[src/diag_status_pkg.sv]
// constants and types for the supply diagnostic status target
// Operation
// - status bytes at addresses 0 and 1 are read only; host never writes them
// - bit 0 of primary status is 1 while output overload is present
// - bit 6 sets above 150 degrees, clears only once below 135 degrees
// - bit 7 of primary status is 1 while input supply is low
// - secondary status byte and primary bits 1 to 5 are reserved
// - every status bit is zero after power-on
// - target address 0001000 with pin low, 0001001 with pin high
`default_nettype none
package diag_status_pkg;
    localparam logic [7:0] ADDR_PRIMARY = 8'h00;
    localparam logic [7:0] ADDR_SECONDARY = 8'h01;
    localparam logic [7:0] STATUS_RESET = 8'h00;
    localparam int OVERLOAD_BIT = 0;
    localparam int OVERTEMP_BIT = 6;
    localparam int LOW_SUPPLY_BIT = 7;
    localparam logic [5:0] TARGET_ADDR_BASE = 6'h04;
    localparam logic [3:0] BITS_PER_BYTE = 4'h8;
    localparam logic [3:0] LAST_TX_BIT = 4'h7;
    typedef enum logic [2:0] {
        S_IDLE,
        S_ADDR,
        S_ADDR_ACK,
        S_PTR,
        S_PTR_ACK,
        S_TX,
        S_TX_ACK,
        S_IGNORE
    } state_t;
endpackage : diag_status_pkg
`default_nettype wire

[src/sat_supply_diag_status.sv]
// two-wire target serving the read-only diagnostic status bytes
`timescale 1ns/100ps
`default_nettype none
module sat_supply_diag_status (
    input wire logic ref_clk,
    input wire logic rst_b,
    input wire logic scl_pin,
    input wire logic sda_pin,
    output logic sda_drive,
    output logic sda_oe,
    input wire logic addr_sel,
    input wire logic overload,
    input wire logic temp_above_shdn,
    input wire logic temp_below_release,
    input wire logic supply_low
);
    import diag_status_pkg::*;

    typedef struct packed {
        logic scl_s1;
        logic scl_s2;
        logic scl_s3;
        logic sda_s1;
        logic sda_s2;
        logic sda_s3;
        logic adr_s1;
        logic adr_s2;
        logic ovl_s1;
        logic ovl_s2;
        logic hot_s1;
        logic hot_s2;
        logic cool_s1;
        logic cool_s2;
        logic low_s1;
        logic low_s2;
        logic overload_flag;
        logic overtemp_flag;
        logic low_supply_flag;
        state_t fsm;
        logic [3:0] bitcnt;
        logic [7:0] shreg;
        logic [7:0] ptr;
        logic rw;
        logic oe;
    } regs_t;

    regs_t r_q;
    regs_t r_d;
    logic scl_rise;
    logic scl_fall;
    logic start_det;
    logic stop_det;
    logic [6:0] my_addr;
    logic [7:0] primary_byte;

    // edges are judged on the settled stages only; a glitch on sda that is sampled while scl is high still reads as a start
    assign scl_rise = r_q.scl_s2 & ~r_q.scl_s3;
    assign scl_fall = r_q.scl_s3 & ~r_q.scl_s2;
    assign start_det = r_q.scl_s2 & r_q.scl_s3 & r_q.sda_s3 & ~r_q.sda_s2;
    assign stop_det = r_q.scl_s2 & r_q.scl_s3 & ~r_q.sda_s3 & r_q.sda_s2;
    assign my_addr = {TARGET_ADDR_BASE, r_q.adr_s2};

    always_comb begin
        primary_byte = STATUS_RESET;
        primary_byte[OVERLOAD_BIT] = r_q.overload_flag;
        primary_byte[OVERTEMP_BIT] = r_q.overtemp_flag;
        primary_byte[LOW_SUPPLY_BIT] = r_q.low_supply_flag;
    end

    function automatic logic [7:0] read_byte(input logic [7:0] addr, input logic [7:0] prim);
        logic [7:0] v;
        v = STATUS_RESET;
        if (addr == ADDR_PRIMARY) begin
            v = prim;
        end
        return v;
    endfunction : read_byte

    always_comb begin
        r_d = r_q;
        r_d.scl_s1 = scl_pin;
        r_d.scl_s2 = r_q.scl_s1;
        r_d.scl_s3 = r_q.scl_s2;
        r_d.sda_s1 = sda_pin;
        r_d.sda_s2 = r_q.sda_s1;
        r_d.sda_s3 = r_q.sda_s2;
        r_d.adr_s1 = addr_sel;
        r_d.adr_s2 = r_q.adr_s1;
        r_d.ovl_s1 = overload;
        r_d.ovl_s2 = r_q.ovl_s1;
        r_d.hot_s1 = temp_above_shdn;
        r_d.hot_s2 = r_q.hot_s1;
        r_d.cool_s1 = temp_below_release;
        r_d.cool_s2 = r_q.cool_s1;
        r_d.low_s1 = supply_low;
        r_d.low_s2 = r_q.low_s1;
        // flags follow their comparators; bus traffic never touches them
        r_d.overload_flag = r_q.ovl_s2;
        r_d.low_supply_flag = r_q.low_s2;
        if (r_q.hot_s2) begin
            r_d.overtemp_flag = 1'b1;
        end else if (r_q.cool_s2) begin
            r_d.overtemp_flag = 1'b0;
        end
        if (start_det) begin
            r_d.fsm = S_ADDR;
            r_d.bitcnt = '0;
            r_d.oe = 1'b0;
        end else if (stop_det) begin
            r_d.fsm = S_IDLE;
            r_d.oe = 1'b0;
        end else begin
            unique case (r_q.fsm)
                S_IDLE, S_IGNORE: begin
                    r_d.oe = 1'b0;
                end
                S_ADDR, S_PTR: begin
                    if (scl_rise) begin
                        r_d.shreg = {r_q.shreg[6:0], r_q.sda_s2};
                        r_d.bitcnt = r_q.bitcnt + 4'h1;
                    end else if (scl_fall && r_q.bitcnt == BITS_PER_BYTE) begin
                        if (r_q.fsm == S_PTR) begin
                            r_d.ptr = r_q.shreg;
                            r_d.oe = 1'b1;
                            r_d.fsm = S_PTR_ACK;
                        end else if (r_q.shreg[7:1] == my_addr) begin
                            r_d.oe = 1'b1;
                            r_d.rw = r_q.shreg[0];
                            r_d.fsm = S_ADDR_ACK;
                        end else begin
                            r_d.fsm = S_IGNORE;
                        end
                    end
                end
                S_ADDR_ACK: begin
                    if (scl_fall) begin
                        r_d.bitcnt = '0;
                        if (r_q.rw) begin
                            r_d.shreg = read_byte(r_q.ptr, primary_byte);
                            r_d.oe = ~r_d.shreg[7];
                            r_d.fsm = S_TX;
                        end else begin
                            r_d.oe = 1'b0;
                            r_d.fsm = S_PTR;
                        end
                    end
                end
                S_PTR_ACK: begin
                    // the bytes are read only, so any data byte after the pointer is refused
                    if (scl_fall) begin
                        r_d.oe = 1'b0;
                        r_d.fsm = S_IGNORE;
                    end
                end
                S_TX: begin
                    if (scl_fall) begin
                        r_d.bitcnt = r_q.bitcnt + 4'h1;
                        if (r_q.bitcnt == LAST_TX_BIT) begin
                            r_d.oe = 1'b0;
                            r_d.ptr = r_q.ptr + 8'h01;
                            r_d.fsm = S_TX_ACK;
                        end else begin
                            r_d.shreg = {r_q.shreg[6:0], 1'b0};
                            r_d.oe = ~r_q.shreg[6];
                        end
                    end
                end
                S_TX_ACK: begin
                    if (scl_rise && r_q.sda_s2) begin
                        r_d.fsm = S_IGNORE;
                    end else if (scl_fall) begin
                        r_d.bitcnt = '0;
                        r_d.shreg = read_byte(r_q.ptr, primary_byte);
                        r_d.oe = ~r_d.shreg[7];
                        r_d.fsm = S_TX;
                    end
                end
            endcase
        end
    end

    always_ff @(posedge ref_clk or negedge rst_b) begin
        if (!rst_b) begin
            r_q <= '0;
            // bus stages start at the idle high level so leaving reset makes no false edge
            r_q.scl_s1 <= 1'b1;
            r_q.scl_s2 <= 1'b1;
            r_q.scl_s3 <= 1'b1;
            r_q.sda_s1 <= 1'b1;
            r_q.sda_s2 <= 1'b1;
            r_q.sda_s3 <= 1'b1;
            r_q.fsm <= S_IDLE;
            r_q.ptr <= ADDR_PRIMARY;
        end else begin
            r_q <= r_d;
        end
    end

    // open-drain: only ever pull low
    assign sda_drive = 1'b0;
    assign sda_oe = r_q.oe;
endmodule : sat_supply_diag_status
`default_nettype wire

[config.mk]
export PLATFORM = sky130hd
export DESIGN_NAME = sat_supply_diag_status
export DESIGN_NICKNAME = d
export VERILOG_FILES = /design/src/diag_status_pkg.sv /design/src/sat_supply_diag_status.sv
export SDC_FILE = /design/constraint.sdc
export NUM_CORES = 1
export LEC_CHECK = 0
export ABC_AREA = 1
export ABC_CLOCK_PERIOD_IN_PS = 1830
export BUFFER_PORTS_ARGS = -buffer_cell sky130_fd_sc_hd__buf_2
export CORE_ASPECT_RATIO = 1.2
export CORE_MARGIN = 5
export CORE_UTILIZATION = 55
export DETAILED_ROUTE_END_ITERATION = 10
export PLACE_DENSITY_LB_ADDON = 0.05
export SYNTH_ARGS = -nofsm -noshare
export SYNTH_HDL_FRONTEND = slang
export SYNTH_SLANG_ARGS = --single-unit
[constraint.sdc]
create_clock -name ref_clk -period 1.83 [get_ports ref_clk]
set_input_delay 0.366 -clock ref_clk [delete_from_list [all_inputs] [get_ports ref_clk]]
set_output_delay 0.366 -clock ref_clk [all_outputs]
set_load 0.01 [all_outputs]
==> results by group, run 1 <==
STA
  – Setup_tns: 0 ns
  – RSZ-0062 raised after global routing: false
  – Final hold vios: 0
  – Actual slew at the worst max-slew pin: 0.535 ns
  – Max-slew headroom at the worst pin: 64.4%
  – Hold Slack: 0.128 ns
  – Final Setup Violations: 0
  – Post-route clock period utilization: 91.7%
  – Final max-slew violation count: 0
  – Fmax: 596 MHz
  – Setup ws final: 0.151 ns
  – Min Clock Period, post-route: 1.68 ns
  – Clock skew: 0.00464 ns

Critical path
  – CP Max Fanout: 6
  – Setup crit start: r_q[18]$_DFFE_PN0P_
  – Slowest stage delay, CP: 0.40 ns
  – R2R Path Start: r_q[18]$_DFFE_PN0P_
  – Slowest cell on crit path: dfrtp_1
  – Family with the most delay on the worst path: simple AND/OR/NAND/NOR gates
  – Req. time, crit path: 2.07 ns
  – Crit path capture type: flop
  – Startpoint types: flop
  – Worst setup path category: reg2reg
  – CP bufs+invs: 3
  – Levels on crit path: 12
  – Cell Chain, Critical Path: inv_1, ha_1, nand2_1, nand3b_1, buf_4, nand2_1, inv_1, nor2_2, nand2_2, nand2_1, nand2_1, nand2_1
  – Most frequent cell on the critical path: nand2_1
  – Crit path arrival time: 1.92 ns
  – Worst Reg2Reg Path Length in Cells: 12

Place
  – Gpl congestion: 0.958
  – I/O Buffers: 9
  – DP Worst Slack: 0.130 ns
  – Post-DP HPWL: 3910 µm

Die
  – Core box area: 4290 µm²
  – Initial Utilization: 57.6%
  – Ports: 11
  – Die Span Y: 83.5 µm
  – Total Die Area: 5950 µm²
  – FP Rows: 26
  – Chip width: 71.2 µm

Yosys
  – Synth warn: 0
  – Cells after synthesis: 317
  – Synthesized area: 2470 µm²
  – Yosys reg bits: 44
  – Mapped Nets: 330
  – Avg Cell Area, Syn: 7.81 µm²
  – Distinct cells, synth: 37
  – Register area share after synthesis: 44.8%

Pwr
  – Worst VDD drop: 0.825 mV
  – PwrDens: 1360 nW/µm²
  – Leakage power: 1.47 nW
  – Overall power: 3.75 mW

Global route
  – Vias in the first global route: 1970
  – Global route overflow: 0
  – Largest net degree at the start of global routing: 45
  – First-pass GRT wire length: 9270 µm
  – Antenna violations before repair: 0
  – Global Route Usage Sum: 19.3%

Clock network
  – CTS Buf Count: 5
  – Root Buffer: clkbuf_8
  – Clk_lat worst skew: 0.30 ns
  – Clock buffer depth: 2
  – Clock transition at path regs: 0.09 ns
  – CTS tree: built
  – Htree depth: 2
  – Clk sinks: 44

Drt
  – Post-Route WL: 5220 µm
  – Routed Antenna Nets: 0
  – Via count: 2078
  – DRC Markers: 0
  – Initial drt markers: 157
  – Routed WL per cell: 13.1 µm
  – Via-per-instance ratio: 5.23
  – Length of the first detailed-routing pass in iterations: 4

Layout
  – Number of fillers in the final layout: 394
  – Syn-to-layout area delta: 11.5%
  – Area of the multi-input gates: 1180 µm²
  – Fin nets: 353
  – Fraction of layout cells with a size suffix above 1: 18.5%
  – Util after Layout: 64.3%
  – # diodes: 0
  – Register area: 1110 µm²

Run
  – Maximum Capacitance Violations: 0

Hold path
  – Worst Hold Class: in2async

Run status
  – Status: finished clean
-- through the flow --
step | cell area (µm²) | std cells
after floorplan | 2470 | 317
after global placement | 2620 | 387
after detailed placement | 2620 | 387
after CTS | 2740 | 395
after global routing | 2760 | 397
final | 2760 | 397
-- cell type report --
| class | count | area share, % |
|---|---|---|
| Timing Repair Buffer | 20 | 4.62 |
| Tap cell | 56 | 2.54 |
| Clock inverter | 3 | 1.68 |
| Clock buffer | 5 | 2.49 |
| Sequential cell | 44 | 40.2 |
| Inverter | 41 | 5.58 |
| Multi-Input combinational cell | 228 | 42.9 |
-- cells by family after synthesis --
logic type | after synthesis | synth area share, %
compound gates | 25 | 6.52
flops | 44 | 44.8
other cells | 1 | 0.152
simple gates | 196 | 38.2
buf+inv | 45 | 7.63
xor+xnor | 2 | 0.708
fa+ha+maj | 4 | 2.02
-- registers in the layout, summed over array words and instances, names as in the netlist --
| signal | flops |
|---|---|
| my_addr | 1 |
| primary_byte | 3 |
| r_d | 11 |
| r_q | 28 |
| sda_oe | 1 |
-- final timing paths --
path / end / slack (ns)
max: r_q[23]$_DFFE_PN0P_ / 0.15
min: r_q[4]$_DFFE_PN0P_ / 0.13
max reg2reg: r_q[23]$_DFFE_PN0P_ / 0.15
min reg2reg: primary_byte[7]$_DFF_PN0_ / 0.35
max in group asynchronous: r_d[38]$_DFF_PN1_ / 1.32
min in group ref_clk: r_d[42]$_DFF_PN1_ / 0.16
-- layer usage --
layer	track usage [%]	wire length, µm
met3	3.25	161
met2	29.7	2460
met1	27.4	2550
met4	6.15	44
met5	0	0
-- power by group --
part           switching, mW  internal, mW  leakage (nW)
clock                  0.351         0.411        0.0548
sequential             0.169          1.14         0.547
combinational           1.09         0.586         0.868
-- synthesized netlist by cell type (all sizes together) --
cell type  number  area share (%)
nand3b          3             1.1
o31ai           3            0.91
a31oi           1            0.25
nor2           35             6.7
xnor2           2            0.71
dfstp           6             6.4
nand3          40             9.3
o22ai           1            0.25
dfrtp          38              38
o21bai          2            0.61
ha              4             2.0
inv            41             6.2
buf             4             1.4
conb            1            0.15
nor3            7             2.1
nand2         101              16
nand4           8             2.0
o21ai          11             2.5
a21oi           6             1.7
a21boi          1            0.30
or2             2            0.61
-- cells in the final DEF (no fill, tap or decap), drive strengths merged, types with 2 or more instances in the layout --
cell | Yosys | layout
nand3 | 40 | 40
nand4 | 8 | 8
o21ai | 11 | 11
or2 | 2 | 2
o21bai | 2 | 2
nand2 | 101 | 101
buf | 4 | 20
xnor2 | 2 | 2
nor2 | 35 | 35
dfrtp | 38 | 38
nand3b | 3 | 3
ha | 4 | 4
dfstp | 6 | 6
nor3 | 7 | 7
inv | 41 | 42
o31ai | 3 | 3
clkbuf | 0 | 5
a21oi | 6 | 6
-- what timing repair did --
| item | in CTS | in global routing |
|---|---|---|
| buffers inserted | 0 | 2 |
| endpoints found under the hold margin | 0 | 0 |
| endpoints found under the setup margin | 0 | 4 |
| hold buffers | 0 | 0 |
| gates resized for setup | 0 | 2 |
Note: power is estimated with default switching activity, not from simulation.
==> run 2, diff against run 1 <==
--- a/config.mk
+++ b/config.mk
@@ -12,7 +12,8 @@
 export CORE_MARGIN = 5
 export CORE_UTILIZATION = 55
 export DETAILED_ROUTE_END_ITERATION = 10
-export PLACE_DENSITY_LB_ADDON = 0.05
+export PLACE_DENSITY = 0.81
+export REMOVE_ABC_BUFFERS = 1
 export SYNTH_ARGS = -nofsm -noshare
 export SYNTH_HDL_FRONTEND = slang
 export SYNTH_SLANG_ARGS = --single-unit
==> results by group, run 2 (synthesized netlist as in run 1, its figures left out) <==
STA
  – Final hold vios: 0 (unchanged)
  – Setup_tns: 0 ns (unchanged)
  – Min Clock Period, post-route: 1.67 ns (was 1.68 ns)
  – Post-route clock period utilization: 91.2% (was 91.7%)
  – Final max-slew violation count: 0 (unchanged)
  – Clock skew: 0.0139 ns (was 0.00464 ns)
  – Fmax: 599 MHz (was 596 MHz)
  – Final Setup Violations: 0 (unchanged)
  – RSZ-0062 raised after global routing: false (unchanged)

Clock network
  – Clk_lat worst skew: 0.31 ns (was 0.30 ns)
  – Clock transition at path regs: 0.10 ns (was 0.09 ns)
  – CTS tree: built (unchanged)
  – Root Buffer: clkbuf_8 (unchanged)
  – Clock buffer depth: 2 (unchanged)
  – Clk sinks: 44 (unchanged)
  – Htree depth: 2 (unchanged)
  – CTS Buf Count: 5 (unchanged)

Critical path
  – Cell Chain, Critical Path: inv_1, ha_1, nand2_1, nand3b_1, buf_4, nand2_1, inv_1, nor2_2, nand2_2, nand2_1, nand2_1, nand2_1 (unchanged)
  – Slowest cell on crit path: dfrtp_1 (unchanged)
  – Worst setup path category: reg2reg (unchanged)
  – Req. time, crit path: 2.09 ns (was 2.07 ns)
  – Crit path capture type: flop (unchanged)
  – Crit path arrival time: 1.93 ns (was 1.92 ns)
  – Most frequent cell on the critical path: nand2_1 (unchanged)
  – Slowest stage delay, CP: 0.41 ns (was 0.40 ns)
  – CP Max Fanout: 6 (unchanged)
  – Startpoint types: flop (unchanged)

Pwr
  – Worst VDD drop: 0.844 mV (was 0.825 mV)
  – Gate power share: 43.8% (was 44.6%)
  – Net Sw Frac: 43.0% (was 42.9%)
  – Net switching power: 1.61 mW (about the same)
  – Overall power: 3.75 mW (about the same)
  – Leakage power: 1.48 nW (was 1.47 nW)
  – PwrDens: 1350 nW/µm² (was 1360 nW/µm²)
  – Internal power: 2.14 mW (about the same)
  – Clk pwr share: 20.9% (was 20.3%)
  – Sequential fraction of design power: 35.3% (was 35.0%)

Layout
  – Largest register FFs: 28 (unchanged)
  – Top reg by flops: r_q (unchanged)
  – Most frequent cells in the layout: 94 x nand2_1, 38 x dfrtp_1, 37 x inv_1, 37 x nand3_1, 28 x nor2_1 (unchanged)
  – Fin nets: 354 (was 353)
  – Syn-to-layout area delta: 12.2% (was 11.5%)
  – Fraction of layout cells with a size suffix above 1: 18.4% (was 18.5%)
  – Cell Count, Final, Fillers Out: 398 (was 397)
  – Number of fillers in the final layout: 382 (was 394)
  – Most common cell after layout, fill and taps aside: nand2_1 (unchanged)
  – # diodes: 0 (unchanged)

Global route
  – Global Route Usage Sum: 19.5% (was 19.3%)
  – Vias in the first global route: 2100 (was 1970)
  – Largest net degree at the start of global routing: 27 (was 45)
  – First-pass GRT wire length: 9390 µm (was 9270 µm)
  – Global route overflow: 0 (unchanged)
  – Antenna violations before repair: 0 (unchanged)

Die
  – FP Rows: 26 (unchanged)
  – Initial Utilization: 57.6% (unchanged)
  – Chip width: 71.2 µm (unchanged)
  – Total Die Area: 5950 µm² (unchanged)
  – Ports: 11 (unchanged)
  – Die Span Y: 83.5 µm (unchanged)
  – Core box area: 4290 µm² (unchanged)

Drt
  – DRC Markers: 0 (unchanged)
  – Routed Antenna Nets: 0 (unchanged)
  – Initial drt markers: 212 (was 157)
  – Post-Route WL: 5290 µm (was 5220 µm)
  – Via-per-instance ratio: 5.31 (was 5.23)
  – Length of the first detailed-routing pass in iterations: 4 (unchanged)
  – Via count: 2112 (was 2078)
  – Routed WL per cell: 13.3 µm (was 13.1 µm)

Place
  – Placed Cells: 386 (was 387)
  – Post-DP HPWL: 4010 µm (was 3910 µm)
  – I/O Buffers: 9 (unchanged)
  – Gpl congestion: 0.928 (was 0.958)

Run
  – Maximum Capacitance Violations: 0 (unchanged)

Hold path
  – Worst Hold Class: in2reg (was in2async)

Run status
  – Status: finished clean (unchanged)
==> run 2: changes by cell type in the layout (fill, tap and decap cells not counted), sizes merged <==
cell	previous run	this run
dlygate4sd3	0	1
==> run 2: metrics by stage <==
step	cell area [µm²]	setup slack [ns]	utilization, %	hold slack (ns)
after floorplan	2440	0.183	-	0.0704
after global placement	2630	0.157	61.2	0.320
after detailed placement	2630	0.141	61.2	0.324
after CTS	2750	0.128	64.1	0.153
after global routing	2780	0.00764	64.7	0.146
final	2780	0.161	64.7	0.159
==> run 2: power groups by stage <==
stage,Sequential [mW],Clock [mW],Combinational [mW]
global placement,1.33,0,1.56
global route,1.34,0.838,1.87
floorplan,1.30,0,1.25
finish,1.32,0.784,1.64
detailed placement,1.34,0,1.59
CTS,1.32,0.791,1.60
==> run 2: timing repair <==
| item | CTS | global route |
|---|---|---|
| setup buffers | 0 | 3 |
| setup endpoints to repair | 0 | 4 |
| endpoints found under the hold margin | 8 | 0 |
| gates resized for setup | 0 | 1 |
| hold buffers | 1 | 0 |
==> run 2: worst paths after layout <==
path	cells past startpoint	start	to	slack [ns]
setup / recovery	12	r_q[18]$_DFFE_PN0P_	r_q[23]$_DFFE_PN0P_	0.16
hold / removal	1	sda_pin	r_d[39]$_DFF_PN1_	0.16
setup reg to reg	12	r_q[18]$_DFFE_PN0P_	r_q[23]$_DFFE_PN0P_	0.16
hold reg to reg	0	r_d[39]$_DFF_PN1_	r_d[38]$_DFF_PN1_	0.35
max in group asynchronous	3	rst_b	primary_byte[0]$_DFF_PN0_	0.82
min in group asynchronous	2	rst_b	r_d[32]$_DFF_PN0_	0.54
==> run 2: per-layer routing <==
layer | part of all wire [%] | global-route usage [%] | wire [µm] | vias to the layer above
li1 | - | - | - | 1057
met1 | 42 | 24.6 | 2230 | 981
met2 | 50 | 31.5 | 2630 | 63
met5 | 0 | 0 | 0 | -
met4 | 2.3 | 8.03 | 121 | 0
met3 | 5.7 | 4.82 | 304 | 11
==> run 2: cell type report <==
type | count | area, µm² | share of cell area [%]
tap | 56 | 70.1 | 2.52
clock inverter | 3 | 46.3 | 1.67
inverter | 41 | 154 | 5.54
multi-input combinational | 228 | 1180 | 42.5
clock buffer | 5 | 68.8 | 2.48
timing repair buffer | 21 | 150 | 5.41
sequential | 44 | 1110 | 39.9
==> run 2: critical path: cells and delay by family, from the launching register on <==
family        cells  cell delay [ns]
simple gates      8             0.75
buf+inv           3             0.33
flops             1             0.41
fa+ha+maj         1             0.15
